## config.mk

```make
export PLATFORM = sky130hd
export DESIGN_NAME = atr_regmap
export DESIGN_NICKNAME = d
export VERILOG_FILES = /design/src/pkg/atr_pkg.sv /design/src/rtl/atr_regmap.sv
export SDC_FILE = /design/constraint.sdc
export NUM_CORES = 1
export LEC_CHECK = 0
export BUFFER_PORTS_ARGS = -buffer_cell sky130_fd_sc_hd__buf_2
export CAP_MARGIN = 20
export CORE_MARGIN = 2
export CORE_UTILIZATION = 56
export CTS_BUF_LIST = sky130_fd_sc_hd__clkbuf_16
export DETAILED_ROUTE_END_ITERATION = 10
export GPL_TIMING_DRIVEN = 0
export PLACE_DENSITY_LB_ADDON = 0.15
export SLEW_MARGIN = 20
export SYNTH_ARGS = -nofsm -noshare
export SYNTH_HDL_FRONTEND = slang
export SYNTH_SLANG_ARGS = --single-unit
```

## constraint.sdc

```tcl
create_clock -name i_core_clk -period 3.15 [get_ports i_core_clk]
set_input_delay 0.315 -clock i_core_clk [delete_from_list [all_inputs] [get_ports i_core_clk]]
set_output_delay 0.315 -clock i_core_clk [all_outputs]
set_load 0.01 [all_outputs]
```

## src/pkg/atr_pkg.sv

```systemverilog
// Package holding the register map, field layout and carriers of the converter control block.
// What this block does
// - Switch bit 17 enables and connects sensor.
// - Negative select forced zero during sensor conversion.
// - Start register at 0x0024 triggers a scan.
// - Channel enable register holds eight enable bits.
// - Working valid flags readable at 0x0200.
// - Result valid flags readable at 0x0204.
// - Two registers pack four sample-time values.
// - Shared range threshold and range condition registers.
// - Debug status register shows converter state.
// - Averaging status register shows scan progress.
// - Interrupt request, set and mask registers.
// - Eight result, config and working registers.
// - Masked view is request AND mask; drives interrupt.
package atr_pkg;

    // Byte offsets of the register map.
    localparam logic [11:0] OFS_GLOBAL_CONTROL = 12'h000;
    localparam logic [11:0] OFS_SAMPLE_CONTROL = 12'h004;
    localparam logic [11:0] OFS_SAMPLE_TIME_A = 12'h010;
    localparam logic [11:0] OFS_SAMPLE_TIME_B = 12'h014;
    localparam logic [11:0] OFS_RANGE_THRESHOLD = 12'h018;
    localparam logic [11:0] OFS_RANGE_CONDITION = 12'h01C;
    localparam logic [11:0] OFS_CHANNEL_ENABLE = 12'h020;
    localparam logic [11:0] OFS_START_TRIGGER = 12'h024;
    localparam logic [11:0] OFS_CONFIG_ARRAY = 12'h080;
    localparam logic [11:0] OFS_WORKING_ARRAY = 12'h100;
    localparam logic [11:0] OFS_RESULT_ARRAY = 12'h180;
    localparam logic [11:0] OFS_WORKING_VALID = 12'h200;
    localparam logic [11:0] OFS_RESULT_VALID = 12'h204;
    localparam logic [11:0] OFS_DEBUG_STATUS = 12'h208;
    localparam logic [11:0] OFS_AVERAGING_STATUS = 12'h20C;
    localparam logic [11:0] OFS_INTR_REQUEST = 12'h210;
    localparam logic [11:0] OFS_INTR_SET = 12'h214;
    localparam logic [11:0] OFS_INTR_MASK = 12'h218;
    localparam logic [11:0] OFS_INTR_MASKED = 12'h21C;
    localparam logic [11:0] OFS_FW_SWITCH = 12'h300;
    localparam logic [11:0] OFS_FW_SWITCH_CLEAR = 12'h304;
    localparam logic [11:0] OFS_SWITCH_HW_CTRL = 12'h340;
    localparam logic [11:0] OFS_SWITCH_STATUS = 12'h348;
    // Arrays occupy one 128-byte window each; address bits above bit 6 select the window.
    localparam int ARRAY_LSB = 7;

    // Field positions.
    localparam int CTRL_VREF_LSB = 4;
    localparam int CTRL_NEG_LSB = 9;
    localparam int CTRL_SWITCH_DISABLE = 30;
    localparam int CFG_PIN_LSB = 0;
    localparam int CFG_PORT_LSB = 4;
    localparam int CFG_DIFF_BIT = 8;
    localparam int SW_SENSOR_RETURN = 16;
    localparam int SW_SENSOR_POSITIVE = 17;
    localparam int START_FW_TRIGGER = 0;
    localparam int INTR_END_OF_SCAN = 0;
    localparam int INTR_OVERFLOW = 1;
    localparam int INTR_W = 2;
    localparam int STAT_BUSY_BIT = 31;

    // Sensor address on the sequencer channel map.
    localparam logic [2:0] SENSOR_PORT = 3'h7;
    localparam logic [2:0] SENSOR_PIN = 3'h0;
    localparam logic [2:0] NEGATIVE_INPUT_SELECT_SENSOR = 3'h0;
    localparam logic [31:0] SENSOR_SW_MASK = 32'h0003_0000;

    // Register bus request.
    typedef struct packed {
        logic wr;
        logic rd;
        logic [11:0] addr;
        logic [31:0] wdata;
    } atr_bus_t;

    // Conversion request to the analog converter.
    typedef struct packed {
        logic req;
        logic [2:0] chan;
        logic [2:0] port;
        logic [2:0] pin;
        logic diff;
        logic [2:0] vref_sel;
        logic [2:0] negative_input_select;
    } atr_conv_t;

endpackage : atr_pkg

```

## src/rtl/atr_regmap.sv

```systemverilog
// Converter control: register map, channel scan sequencer and sensor switch routing.
`timescale 1ns/10ps
// Overview of operation.
// Software reaches every register over a
// plain strobe port with no wait states.
// A write takes effect at the clock edge
// that samples the write strobe.
// A read answer stands on the read data
// output for exactly one cycle.
// Outside that cycle the read data are zero.
// This keeps a stale answer from being
// mistaken for a fresh one by a careless master.
// Writes to read-only or unmapped words
// are ignored without any error signal.
// Unmapped reads return zero.
// There are no byte enables.
// Every access moves one whole word.
//
// Register groups.
// The global words hold control, sample
// control, two sample-time words, the range
// threshold, the range condition and the
// channel enable bits.
// The range words are stored only.
// No range comparison is made here.
// The sample-time words are stored only.
// The converter timing is not driven by them.
// The channel enable word keeps one bit per
// channel; upper bits read back as zero.
//
// Per-channel arrays.
// Configuration, working and result words
// each sit in their own window.
// A window is one power-of-two block of words.
// Words beyond the last channel read as zero.
// Working and result words keep the low
// data bits; the upper bits read as zero.
//
// Scan sequencer.
// A write of the trigger bit starts a scan
// when the sequencer is idle.
// The trigger is ignored when no channel
// is enabled, since there is nothing to do.
// A trigger during a scan is dropped.
// The dropped trigger raises a request bit
// so software can see that it was lost.
// Channels are visited in ascending order.
// Each visit issues one request pulse.
// The converter answers with one done pulse.
// There is no timeout on that answer.
// A converter that never answers holds the
// sequencer busy until reset.
// This is a known limitation of the design.
// Each answer fills the working word and
// marks it valid.
// After the last channel the valid working
// words are copied to the result words.
// The result valid flags take the working
// flags, and the working flags are cleared.
// The end-of-scan request is raised then.
// Results never change in mid-scan, so
// software may read them while a scan runs.
//
// Debug views.
// The debug status word shows the busy flag
// in its top bit and the current channel.
// The averaging status word counts the
// conversions finished in the present scan.
//
// Interrupts.
// Requests are sticky until software writes
// a one to clear them.
// A hardware event in the same cycle as a
// clear wins, so no event is ever lost.
// A write to the set word raises requests.
// The interrupt output follows the masked
// requests, changing at the same edge as they do.
//
// Sensor routing.
// Firmware switches are set by writing ones
// to one word and cleared through another.
// This avoids read-modify-write races.
// Sensor switches under hardware control close
// only while the scan visits a sensor channel;
// other hardware switches follow the firmware word.
// The global switch disable hands every
// switch back to the firmware word.
// The effective switch state is registered.
// It therefore lags its causes by one cycle.
// The sensor bias follows the positive
// switch of the sensor directly.
// The negative input select is forced to
// zero whenever that switch is closed.
// Software must still choose single-ended
// mode and the internal reference for the
// sensor; neither is enforced here.
//
// Reset.
// The asynchronous reset clears all state.
// All switches open and the sensor is
// unbiased until software acts.
// All outputs come straight from registers.
module atr_regmap
    import atr_pkg::*;
#(
    parameter int NUM_CH = 8,
    parameter int DATA_W = 12
) (
    // Clock and reset.
    input wire logic i_core_clk,
    input wire logic i_rst_b,
    // Register bus.
    input wire atr_bus_t i_bus,
    output logic [31:0] o_rdata,
    // Converter handshake.
    output atr_conv_t o_conv,
    input wire logic i_conv_done,
    input wire logic [DATA_W-1:0] i_conv_data,
    // Analog routing.
    output logic [31:0] o_switch,
    output logic o_sensor_enable,
    // Interrupt.
    output logic o_irq
);

    localparam int CH_W = 3;

    // The channel index and the array windows are three bits wide.
    if (NUM_CH < 1 || NUM_CH > 8 || DATA_W < 1 || DATA_W > 32) begin : g_bad_param
        $error("atr_regmap: NUM_CH must be 1..8 and DATA_W 1..32");
    end

    typedef enum logic [1:0] {
        SEQ_IDLE,
        SEQ_REQ,
        SEQ_WAIT
    } atr_seq_t;

    typedef struct packed {
        logic [31:0] ctrl;
        logic [31:0] sample_ctrl;
        logic [31:0] st_a;
        logic [31:0] st_b;
        logic [31:0] range_thres;
        logic [31:0] range_cond;
        logic [NUM_CH-1:0] chan_en;
        logic [NUM_CH-1:0][31:0] cfg;
        logic [NUM_CH-1:0][DATA_W-1:0] work;
        logic [NUM_CH-1:0][DATA_W-1:0] result;
        logic [NUM_CH-1:0] work_valid;
        logic [NUM_CH-1:0] result_valid;
        logic [INTR_W-1:0] intr;
        logic [INTR_W-1:0] intr_mask;
        logic [31:0] fw_switch;
        logic [31:0] hw_ctrl;
        logic [31:0] switch_eff;
        atr_seq_t seq;
        logic [CH_W-1:0] cur;
        logic [CH_W:0] done_cnt;
        logic [31:0] rdata;
        atr_conv_t conv;
        logic irq;
    } atr_state_t;

    atr_state_t state_q;
    atr_state_t state_d;

    // Lowest enabled channel at or above a start index; found flag in the top bit.
    function automatic logic [CH_W:0] next_chan(input logic [NUM_CH-1:0] en,
                                                input logic [CH_W:0] from);
        logic [CH_W:0] res;
        res = '0;
        for (int i = NUM_CH - 1; i >= 0; i--) begin
            if (en[i] && i >= int'(from)) begin
                res = {1'b1, CH_W'(i)};
            end
        end
        return res;
    endfunction : next_chan

    // True when a channel configuration addresses the temperature sensor.
    function automatic logic is_sensor(input logic [31:0] cfg);
        return cfg[CFG_PORT_LSB +: 3] == SENSOR_PORT && cfg[CFG_PIN_LSB +: 3] == SENSOR_PIN;
    endfunction : is_sensor

    logic [CH_W:0] pick;
    logic [31:0] hw_mask;
    logic seq_sense;
    logic start_wr;
    logic [INTR_W-1:0] hw_set;
    logic [INTR_W-1:0] sw_set;
    logic [INTR_W-1:0] sw_clr;
    logic [CH_W-1:0] widx;
    logic [CH_W-1:0] ridx;
    logic [31:0] rd_val;
    logic [ARRAY_LSB-3-CH_W:0] word_hi;

    // Main next-state process: register writes, sequencer, routing, interrupts, read data.
    always_comb begin
        state_d = state_q;
        hw_set = '0;
        sw_set = '0;
        sw_clr = '0;
        pick = '0;
        rd_val = '0;
        word_hi = '0;
        widx = i_bus.addr[2 +: CH_W];
        ridx = i_bus.addr[2 +: CH_W];
        start_wr = i_bus.wr && i_bus.addr == OFS_START_TRIGGER && i_bus.wdata[START_FW_TRIGGER];

        // Plain register writes.
        if (i_bus.wr) begin
            case (i_bus.addr)
                OFS_GLOBAL_CONTROL: state_d.ctrl = i_bus.wdata;
                OFS_SAMPLE_CONTROL: state_d.sample_ctrl = i_bus.wdata;
                OFS_SAMPLE_TIME_A: state_d.st_a = i_bus.wdata;
                OFS_SAMPLE_TIME_B: state_d.st_b = i_bus.wdata;
                OFS_RANGE_THRESHOLD: state_d.range_thres = i_bus.wdata;
                OFS_RANGE_CONDITION: state_d.range_cond = i_bus.wdata;
                OFS_CHANNEL_ENABLE: state_d.chan_en = i_bus.wdata[NUM_CH-1:0];
                OFS_INTR_REQUEST: sw_clr = i_bus.wdata[INTR_W-1:0];
                OFS_INTR_SET: sw_set = i_bus.wdata[INTR_W-1:0];
                OFS_INTR_MASK: state_d.intr_mask = i_bus.wdata[INTR_W-1:0];
                OFS_FW_SWITCH: state_d.fw_switch = state_q.fw_switch | i_bus.wdata;
                OFS_FW_SWITCH_CLEAR: state_d.fw_switch = state_q.fw_switch & ~i_bus.wdata;
                OFS_SWITCH_HW_CTRL: state_d.hw_ctrl = i_bus.wdata;
                default: begin
                    if (i_bus.addr[11:ARRAY_LSB] == OFS_CONFIG_ARRAY[11:ARRAY_LSB]
                        && int'(widx) < NUM_CH && i_bus.addr[ARRAY_LSB-1:2+CH_W] == '0) begin
                        state_d.cfg[widx] = i_bus.wdata;
                    end
                end
            endcase
        end

        // Scan sequencer; the converter answers each request with one done pulse.
        state_d.conv.req = 1'b0;
        case (state_q.seq)
            SEQ_IDLE: begin
                pick = next_chan(state_q.chan_en, '0);
                if (start_wr && pick[CH_W]) begin
                    state_d.cur = pick[CH_W-1:0];
                    state_d.done_cnt = '0;
                    state_d.seq = SEQ_REQ;
                end
            end
            SEQ_REQ: begin
                state_d.conv.req = 1'b1;
                state_d.conv.chan = state_q.cur;
                state_d.conv.port = state_q.cfg[state_q.cur][CFG_PORT_LSB +: 3];
                state_d.conv.pin = state_q.cfg[state_q.cur][CFG_PIN_LSB +: 3];
                state_d.conv.diff = state_q.cfg[state_q.cur][CFG_DIFF_BIT];
                state_d.conv.vref_sel = state_q.ctrl[CTRL_VREF_LSB +: 3];
                state_d.seq = SEQ_WAIT;
            end
            SEQ_WAIT: begin
                if (i_conv_done) begin
                    state_d.work[state_q.cur] = i_conv_data;
                    state_d.work_valid[state_q.cur] = 1'b1;
                    state_d.done_cnt = state_q.done_cnt + 1'b1;
                    pick = next_chan(state_q.chan_en, {1'b0, state_q.cur} + 1'b1);
                    if (pick[CH_W]) begin
                        state_d.cur = pick[CH_W-1:0];
                        state_d.seq = SEQ_REQ;
                    end else begin
                        for (int i = 0; i < NUM_CH; i++) begin
                            if (state_d.work_valid[i]) begin
                                state_d.result[i] = state_d.work[i];
                            end
                        end
                        state_d.result_valid = state_d.work_valid;
                        state_d.work_valid = '0;
                        hw_set[INTR_END_OF_SCAN] = 1'b1;
                        state_d.seq = SEQ_IDLE;
                    end
                end
            end
            default: state_d.seq = SEQ_IDLE;
        endcase
        // A trigger while a scan runs is dropped and flagged.
        if (start_wr && state_q.seq != SEQ_IDLE) begin
            hw_set[INTR_OVERFLOW] = 1'b1;
        end

        state_d.intr = (state_q.intr & ~sw_clr) | hw_set | sw_set;
        state_d.irq = |(state_d.intr & state_d.intr_mask);

        seq_sense = state_q.seq != SEQ_IDLE && is_sensor(state_q.cfg[state_q.cur]);
        hw_mask = state_q.hw_ctrl & ~{32{state_q.ctrl[CTRL_SWITCH_DISABLE]}};
        state_d.switch_eff = (state_q.fw_switch & ~hw_mask)
            | (hw_mask & SENSOR_SW_MASK & {32{seq_sense}})
            | (hw_mask & ~SENSOR_SW_MASK & state_q.fw_switch);
        state_d.conv.negative_input_select = state_d.switch_eff[SW_SENSOR_POSITIVE]
            ? NEGATIVE_INPUT_SELECT_SENSOR : state_q.ctrl[CTRL_NEG_LSB +: 3];

        // Read decode; the answer stands for the single cycle after the strobe.
        if (i_bus.rd) begin
            case (i_bus.addr)
                OFS_GLOBAL_CONTROL: rd_val = state_q.ctrl;
                OFS_SAMPLE_CONTROL: rd_val = state_q.sample_ctrl;
                OFS_SAMPLE_TIME_A: rd_val = state_q.st_a;
                OFS_SAMPLE_TIME_B: rd_val = state_q.st_b;
                OFS_RANGE_THRESHOLD: rd_val = state_q.range_thres;
                OFS_RANGE_CONDITION: rd_val = state_q.range_cond;
                OFS_CHANNEL_ENABLE: rd_val = 32'(state_q.chan_en);
                OFS_WORKING_VALID: rd_val = 32'(state_q.work_valid);
                OFS_RESULT_VALID: rd_val = 32'(state_q.result_valid);
                OFS_DEBUG_STATUS: begin
                    rd_val[STAT_BUSY_BIT] = state_q.seq != SEQ_IDLE;
                    rd_val[CH_W-1:0] = state_q.cur;
                end
                OFS_AVERAGING_STATUS: rd_val = 32'(state_q.done_cnt);
                OFS_INTR_REQUEST: rd_val = 32'(state_q.intr);
                OFS_INTR_MASK: rd_val = 32'(state_q.intr_mask);
                OFS_INTR_MASKED: rd_val = 32'(state_q.intr & state_q.intr_mask);
                OFS_FW_SWITCH: rd_val = state_q.fw_switch;
                OFS_SWITCH_HW_CTRL: rd_val = state_q.hw_ctrl;
                OFS_SWITCH_STATUS: rd_val = state_q.switch_eff;
                default: begin
                    word_hi = i_bus.addr[ARRAY_LSB-1:2+CH_W];
                    if (int'(ridx) < NUM_CH && word_hi == '0) begin
                        case (i_bus.addr[11:ARRAY_LSB])
                            OFS_CONFIG_ARRAY[11:ARRAY_LSB]: rd_val = state_q.cfg[ridx];
                            OFS_WORKING_ARRAY[11:ARRAY_LSB]: rd_val = 32'(state_q.work[ridx]);
                            OFS_RESULT_ARRAY[11:ARRAY_LSB]: rd_val = 32'(state_q.result[ridx]);
                            default: rd_val = '0;
                        endcase
                    end
                end
            endcase
        end
        state_d.rdata = rd_val;
    end

    // Every piece of state lives in one register; reset clears it all, switches open.
    always_ff @(posedge i_core_clk or negedge i_rst_b) begin
        if (!i_rst_b) begin
            state_q <= '0;
        end else begin
            state_q <= state_d;
        end
    end

    // Outputs straight from the state register.
    assign o_rdata = state_q.rdata;
    assign o_conv = state_q.conv;
    assign o_switch = state_q.switch_eff;
    assign o_sensor_enable = state_q.switch_eff[SW_SENSOR_POSITIVE];
    assign o_irq = state_q.irq;

endmodule : atr_regmap

```

Word level (Yosys, flattened, before mapping)
Index checks and enable logic that the tools add are counted.
{ "totals": {"out_inout_bits": 83, "register_bits": 823, "input_bits": 61, "n_memories": 0, "romBits": 0, "latchBits": 0, "elab_cells": 225, "ram_bits": 0} }
{ "op_classes": {"n_bitwise": 20, "n_reduce_logical": 51, "div_mod_pow": 0, "shifts": 0, "mux": 62, "mul": 0, "n_addsub": 2, "eq_ne": 28, "order_cmp": 12} }
{ "op_table": {"columns": ["op", "count"], "rows": [
  ["$pmux 28 s15", 1],
  ["$bwmux 256", 1],
  ["$bmux 32 s3", 2],
  ["$mux 32", 5],
  ["$eq 12x10->1 const B", 12],
  ["$and 32x32->32", 4],
  ["$bwmux 96", 1],
  ["$demux 32 s3", 1],
  ["$not 32->32", 3],
  ["$or 32x32->32", 3],
  ["$pmux 32 s3", 1],
  ["$mux 4", 19],
  ["$bmux 12 s3", 2],
  ["$mux 66", 1],
  ["$pmux 32 s2", 1],
  ["$pmux 3 s17", 1],
  ["$eq 12x5->1 const B", 4],
  ["$demux 12 s3", 1],
  ["$mux 12", 3],
  ["$reduce_and 4->1", 9],
  ["$and 18x32->32", 1],
  ["$mux 9", 3],
  ["$eq 12x6->1 const B", 2],
  ["$reduce_and 2->1", 11],
  ["other kinds (38)", 83]
]} }

Longest topological paths before layout
Gate-level depths: netlist of run 1.
{ "logic_depth": {"ltp_word": 20, "ltp_mapped": 14, "ltp_nobuf": 8} }

Least setup slack after synthesis of run 1
No wires, ideal clock.
{ "synth_timing": {"path_kind": "reg-to-reg", "startpoint": "register state_q[54] in the netlist's numbering", "endpoint": "register state_q[189] in the netlist's numbering", "stages_incl_launch_ff": 15, "setup_time_ps": 73, "t_required_ps": 3077, "n_path_buf": 6, "path_slack_ps": 121, "synth_period_minus_slack_ps": 3029, "arrival_time_ps": 2956, "cell_sequence": "dfrtp_1 -> buf_2 -> clkbuf_1 -> inv_1 -> buf_2 -> ha_1 -> a2bb2oi_1 -> o221ai_1 -> nand3_2 -> or3_1 -> buf_6 -> buf_6 -> nor2_8 -> buf_6 -> a2bb2oi_2"} }
{ "synth_via": {"elab_chain_len": 15, "word_cells_on_any_way": 38, "cone_classes": "add/sub (1); order compare (10); mux (15); bitwise (2); reduce/logical (10)"} }
{ "synth_rtl": {"columns": ["item", "line", "source"], "rows": [
  ["start: declaration", "atr_regmap.sv:165", "atr_state_t state_q;"],
  ["start signal: assignment", "atr_regmap.sv:340", "state_q <= state_d;"],
  ["$add 3x1->4", "atr_regmap.sv:261", "pick = next_chan(state_q.chan_en, {1'b0, state_q.cur} + 1'b1);"],
  ["$ge 3x4->1", "atr_regmap.sv:174", "if (en[i] && i >= int'(from)) begin"],
  ["$logic_and 1x1->1", "atr_regmap.sv:174", null],
  ["$mux 4 (8 in series)", "atr_regmap.sv:174", null],
  ["$mux 4", "atr_regmap.sv:257", "if (i_conv_done) begin"],
  ["$mux 4", "atr_regmap.sv:238", "case (state_q.seq)"],
  ["$not 1->1 (no line)", null, null],
  ["$reduce_and 4->1 (no line)", null, null]
]} }
Parallel ways exist; a longest one is shown, timed or not. The select of a mux whose other input is x is not followed.
A chain may end at the register's enable or synchronous reset.

Worst setup path in the final report of run 1
{ "layout_timing": {"startpoint": "input port i_bus[37] in the netlist's numbering", "endpoint": "register state_q, in the netlist o_rdata[1]"} }
{ "layout_via": {"elab_chain_len": 4, "word_cells_on_any_way": 21, "cone_classes": "eq/ne (16); mux (3); reduce/logical (2)"} }
{ "layout_rtl": {"columns": ["item", "line", "source"], "rows": [
  ["start: declaration", "atr_regmap.sv:113", "input wire atr_bus_t i_bus,"],
  ["branches (longest 2 deep; another with $eq 12x10->1)", null, null],
  ["$pmux 3 s17 *", "atr_regmap.sv:298", "case (i_bus.addr)"],
  ["$mux 32 *", "atr_regmap.sv:297", "if (i_bus.rd) begin"],
  ["named net rd_val[1]", "atr_regmap.sv:195", "logic [31:0] rd_val;"]
]} }
Mark *: on every way through the listed nets, which the timed path passes.

==> results.txt, run 1 <==
vias in the first global route - 29169
final std cells w/o fill - 4252
DRC errors left - 0
register area share after synthesis - 0.529
most common cell after layout, fill and taps aside - dfrtp_1
synth warn - 0
DR iter-0 viols - 3730
Async SR Flop Fraction - 1.00
H-Tree Depth - 3
Simple-Gate Fraction of Synth Area - 0.0532
via/cell ratio - 6.84
Post-Syn Area - 38900 um2
Routed WL per cell - 33.3 um
Peak VDD IR - 0.557 mV
status - finished, violations left
Critical Path RT - 3.64 ns
Initial Util - 0.566
total CTS buffers - 87
Worst-Margin Slew - 1.18 ns
total iterations of the first detailed-routing run - 5
FP Rows - 96
final period utilization - 1.02
Setup Skew - 0.0168 ns
failing checks - negative setup slack
number of synthesized flops with an enable pin - 0
crit path kind - primary input to flip-flop
grt met2 use - 0.578
Port Buffers - 137
Ports - 144
largest family of logic cells by synthesized area - multiplexers
met3 GRT Util - 0.125
synthesized area per cell - 13.0 um2
global route overflow - 0
Worst Setup Start Kind - primary input
placed cell count - 4063
Fin. Hold Viols - 0
Final TNS setup - -0.0503 ns
Synth Area in Compound Gates - 0.112
Multi-input gate area - 16600 um2
CTS tree - done
Unique masters post-synth - 82
overall die width - 268 um
count of pins over their slew limit - 0
Crit. End Element - flip-flop
core area - 68700 um2
Die ar. - 71600 um2
Clock Sinks - 823
Nets - 3319
layout cells sized above 1 - 0.386
Antenna Nets Post-Route - 0
area delta synth->final - 14.0%
DP HPWL - 97.6 mm
syn nets - 3051
Die Y - 268 um
adder-cell share of the synthesized area - 0.00161
highest-count cells in the layout ignoring fill and taps - 822 x dfrtp_1, 597 x mux2_2, 224 x buf_2
Layout fillers - 5283
GRT Total Usage - 0.400
DRT Wirelength - 141 mm
first-pass GRT wire length - 203 mm
worst path arrival time - 3.69 ns
xor/xnor share of the synthesized area - 0.000675
clk slew on worst S/H paths - 0.06 ns
initial antenna violation count - 13
main flop type after synthesis - dfrtp_1
Final setup viols - 1
Clock Path Buffers - 3
PwrDens - 627 nW/um2
cell count after synthesis - 2985
RD Place Congestion - 1.02
hold crit path type - primary input to flip-flop
time the worst path needs with I/O delays and setup - 3.20 ns
largest net degree at the start of global routing - 102
Peak Freq - 312 MHz
Clock Latency Late Sink - 0.65 ns
# Max-Cap Violations - 0
CP max FO - 10
P_leak - 21.1 nW
Sequential cell area - 20600 um2
clock root buffer - clkbuf_16
Worst slew margin - 0.216
Setup WS post-layout - -0.0503 ns
Synth Register Bits - 823
busiest metal layer after global routing - met2
GR Util met1 - 0.544
post-synthesis mux area share - 0.253
Via Count - 29085
## kinds of logic after synthesis
group                      Yosys count
adders and majority gates            5
DFF                                823
xor gates and xnor gates             3
muxes                              770
and+or+nand+nor                    412
AOI/OAI and AO/OA                  600
buffers and inverters              372
## metrics by stage
step | hold slack [ns] | setup WS, ns | util | instance area, um2 | power (W)
floorplan | 0.0194 | 0.121 | - | 38900 | 0.0155
global placement | 0.459 | -15.08 | 0.593 | 40800 | 0.0173
detailed placement | 0.347 | -1.00 | 0.597 | 41000 | 0.0175
CTS | 0.000698 | 0.0109 | 0.642 | 44100 | 0.0275
global route | 0.0204 | -0.0307 | 0.645 | 44300 | 0.0286
finish | 0.0167 | -0.0503 | 0.645 | 44300 | 0.0278
## state kept, by name (all words and copies together), names as in the netlist, named ones only
register and flops:
state_q 709, o_irq 1, o_switch 32, o_conv 17, o_rdata 32
## cell type report
type,count,area share
plain buffers,357,0.0454
inverters,14,0.00127
well taps,931,0.0263
repair buffers,180,0.0283
clock inverters,63,0.0100
diodes,4,0.000226
flip-flops and latches,823,0.464
clock buffers,90,0.0508
multi-input cells,1790,0.373
## cells in the mapped netlist (all sizes together), types with 7 or more instances
master | count | area (um2)
dfrtp | 823 | 20600
mux2 | 615 | 6930
buf | 220 | 1380
nand2 | 188 | 708
clkbuf | 138 | 518
o22ai | 121 | 757
mux4 | 109 | 2450
nor2 | 103 | 448
a2bb2oi | 98 | 915
a22oi | 89 | 668
a21oi | 64 | 339
o21ai | 64 | 320
mux2i | 46 | 460
a221oi | 29 | 254
nand3 | 25 | 135
a31oi | 20 | 125
a22o | 18 | 158
nor2b | 16 | 100
nor3 | 14 | 91.3
nor4 | 14 | 148
inv | 13 | 48.8
o21a | 13 | 97.6
a32oi | 11 | 96.3
and2 | 10 | 62.6
a21o | 9 | 67.6
nand2b | 8 | 50.1
o211ai | 8 | 60.1
o221ai | 8 | 70.1
a2111oi | 7 | 61.3
a211oi | 7 | 52.6
nor4b | 7 | 116
o22a | 7 | 61.3
## routing by layer
metal  vias up  part of all wire
met2      1936              0.43
met4        12             0.057
met3       436              0.12
li1      11622                 -
met1     15079              0.39
met5         -           0.00055
## worst max-delay path, cell delays in order
cell and delay [ns]:
buf_2 0.17, nor4_4 0.78, clkbuf_1 0.83, buf_1 0.72, a22oi_1 0.18, o22ai_1 0.20, a21oi_1 0.08, a31oi_1 0.40
## path summary, 6_finish.rpt
check | from | to | slack, ns | cells past startpoint
worst min register to register | state_q[165] | state_q[165] | 0.48 | 1
worst min-delay path | i_bus[20] | flip-flop | 0.02 | 3
max in group asynchronous | i_rst_b | state_q[520] | 1.12 | 5
worst max register to register | state_q[54] | state_q[190] | 0.03 | 14
min in group asynchronous | i_rst_b | state_q[375] | 0.23 | 2
worst max-delay path | i_bus[37] | o_rdata[1] | -0.05 | 8
## power by group
part	internal, W	total (W)	switching, W
clock	0.00563	0.00998	0.00435
combinational	0.00219	0.00514	0.00295
sequential	0.0117	0.0127	0.000953
total	0.0195	0.0278	0.00825
## repair_timing
item / CTS / global route
gates resized for setup: 45 / 33
hold buffers: 12 / 0
hold endpoints to repair: 111 / 0
pin swaps: 4 / 2
cloned: 2 / 0
endpoints found under the setup margin: 131 / 143
buffers inserted: 6 / 11
(Power assumes the default switching activity.)
==> run 2, diff against run 1 <==
- PLACE_DENSITY: default -> 0.74
- PLACE_DENSITY_LB_ADDON: 0.15 -> default
==> run 2 against run 1 <==
The flow still finishes with violations (negative setup slack). First-iteration DRC count up 4.8%. Via count up 0.98%. Worst hold slack about the same. Routed wire length up 2.0%. Power about the same. Flip-flop and latch count did not move. Clock skew grew 0.0038 ns. Setup slack got worse by 0.061 ns. Die area stayed put. Cell area about the same. Largest cell class unchanged. Highest routed layer unchanged.
==> results.txt, run 2 (synthesis gave the netlist of run 1 again) <==
status - finished, violations left
failing checks - negative setup slack
H-Tree Depth - 3 (unchanged)
Fin. Hold Viols - 0 (unchanged)
R2R Setup Slk - 0 ns (-0.03 ns)
Die Y - 268 um (unchanged)
highest-count cells in the layout ignoring fill and taps - 823 x dfrtp_1, 597 x mux2_2, 228 x buf_2
Layout Utilization - 0.646 (about the same)
Clock Sinks - 823 (unchanged)
clock root buffer - clkbuf_16
Via Count - 29369 (+0.98%)
largest net degree at the start of global routing - 100 (-2.0%)
Worst-Margin Slew - 1.29 ns (+0.114 ns)
total iterations of the first detailed-routing run - 6 (+1)
DRC errors left - 0 (unchanged)
layout cells sized above 1 - 0.385 (-0.00188)
time the worst path needs with I/O delays and setup - 3.26 ns (+0.0614 ns)
Clock Latency Late Sink - 0.65 ns (about the same)
Reg with most FFs - state_q
Critical Path RT - 3.67 ns (+0.03 ns)
CP max stage cell - clkdlybuf4s15_1
Worst Setup Start Kind - primary input
hold crit path type - primary input to flip-flop
RSZ-0062 raised after global routing - yes
clk slew on worst S/H paths - 0.06 ns (about the same)
Final TNS setup - -2.21 ns (-2.16 ns)
CTS tree - done
Peak Freq - 307 MHz (-1.9%)
FP Rows - 96 (unchanged)
RD Place Congestion - 1.03 (+1.5%)
DP HPWL - 98.8 mm (+1.3%)
placed cell count - 4064 (+0.025%)
via/cell ratio - 6.90 (+0.93%)
DRT Wirelength - 144 mm (+2.0%)
DR iter-0 viols - 3908 (+4.8%)
worst-case reg-to-reg path depth - 13 (-1)
global route overflow - 0 (unchanged)
Worst slew margin - 0.140 (-0.0759)
core area - 68700 um2 (unchanged)
# Max-Cap Violations - 0 (unchanged)
vias in the first global route - 29648 (+1.6%)
worst path arrival time - 3.78 ns (+0.09 ns)
final period utilization - 1.04 (+0.0195)
Nets - 3313 (-0.18%)
worst stage delay on the critical path - 0.98 ns (+0.15 ns)
Crit. End Element - flip-flop
Final setup viols - 39 (+38)
final std cells w/o fill - 4254 (+0.047%)
Clock Path Buffers - 3 (unchanged)
hold path depth - 3 (unchanged)
first-pass GRT wire length - 206 mm (+1.4%)
Hold WS - 0.0171 ns (+0.000376 ns)
dpl ws - -0.960 ns (+0.0403 ns)
Setup WS post-layout - -0.112 ns (-0.0614 ns)
P_leak - 21.1 nW (+0.14%)
CP cell instances - buf_2 > buf_4 > buf_4 > nor2_1 > clkdlybuf4s15_1 > nand2_1 > buf_2 > mux2_2
most common cell after layout, fill and taps aside - dfrtp_1
Antenna Nets Post-Route - 0 (unchanged)
area delta synth->final - 14.1% (about the same)
Crit Reg-Reg Endpoint - state_q[266]
reg2reg start - state_q[54]
Port Buffers - 137 (unchanged)
CP max FO - 10 (unchanged)
Setup Skew - 0.0206 ns (+0.00377 ns)
Routed WL per cell - 33.9 um (+1.9%)
Hold Crit Start - i_bus[10]
PwrDens - 626 nW/um2 (-0.10%)
crit path kind - primary input to flip-flop
Largest register FFs - 709 (unchanged)
overall die width - 268 um (unchanged)
total CTS buffers - 87 (unchanged)
GRT Total Usage - 0.406 (+0.00602)
Ports - 144 (unchanged)
count of pins over their slew limit - 0 (unchanged)
Peak VDD IR - 0.482 mV (-14%)
Die ar. - 71600 um2 (unchanged)
initial antenna violation count - 15 (+2)
Initial Util - 0.566 (unchanged)
run 2: what timing repair did:
item / 4_1_cts / 5_1_grt
buffers inserted: 8 / 5
resized for setup: 52 / 29
endpoints found under the setup margin: 142 / 92
cloned: 2 / 0
hold buffers: 10 / 0
pin swaps: 3 / 4
endpoints found under the hold margin: 224 / 0
run 2: metal layers:
metal,GRT usage,up-vias,wire length (um)
met5,0,-,72
met4,0.229,12,9640
met3,0.128,518,17300
met2,0.588,2057,62000
met1,0.543,15165,55200
li1,-,11617,-
run 2: through the flow:
step	total power [W]	cell area [um2]
floorplan	0.0155	38900
global placement	0.0173	40800
global route	0.0285	44400
CTS	0.0275	44200
detailed placement	0.0175	41100
finish	0.0278	44400
run 2: cell type report:
type | instances | area [um2]
Fill cell | 5223 | 24300
Sequential cell | 823 | 20600
Multi-Input combinational cell | 1790 | 16600
Clock buffer | 90 | 2250
Buffer | 358 | 2040
Timing Repair Buffer | 173 | 1240
Tap cell | 931 | 1160
Clock inverter | 67 | 429
Inverter | 14 | 60.1
Antenna cell | 8 | 20.0
run 2: worst max path at each step:
stage,slack (ns),startpoint,depth (start not counted),end
final,-0.11,i_bus[34],8,state_q[497]
after global routing,-0.07,state_q[54],13,state_q[255]
after CTS,0.005,state_q[56],8,o_conv[2]
after detailed placement,-0.96,state_q[54],11,state_q[252]
after global placement,-15.03,i_rst_b,1,o_rdata[24]
after floorplan,0.12,state_q[54],14,state_q[189]
run 2: power by group:
| group | switching, W | total [W] | internal, W |
|---|---|---|---|
| clock | 0.00434 | 0.00990 | 0.00555 |
| sequential | 0.000919 | 0.0126 | 0.0117 |
| combinational | 0.00300 | 0.00526 | 0.00226 |
| total | 0.00826 | 0.0278 | 0.0195 |
run 2: worst max-delay path: cells and delay by family:
family,cells,cell delay [ns]
buffers and inverters,5,2.02
and+or+nand+nor,2,1.09
muxes,1,0.34
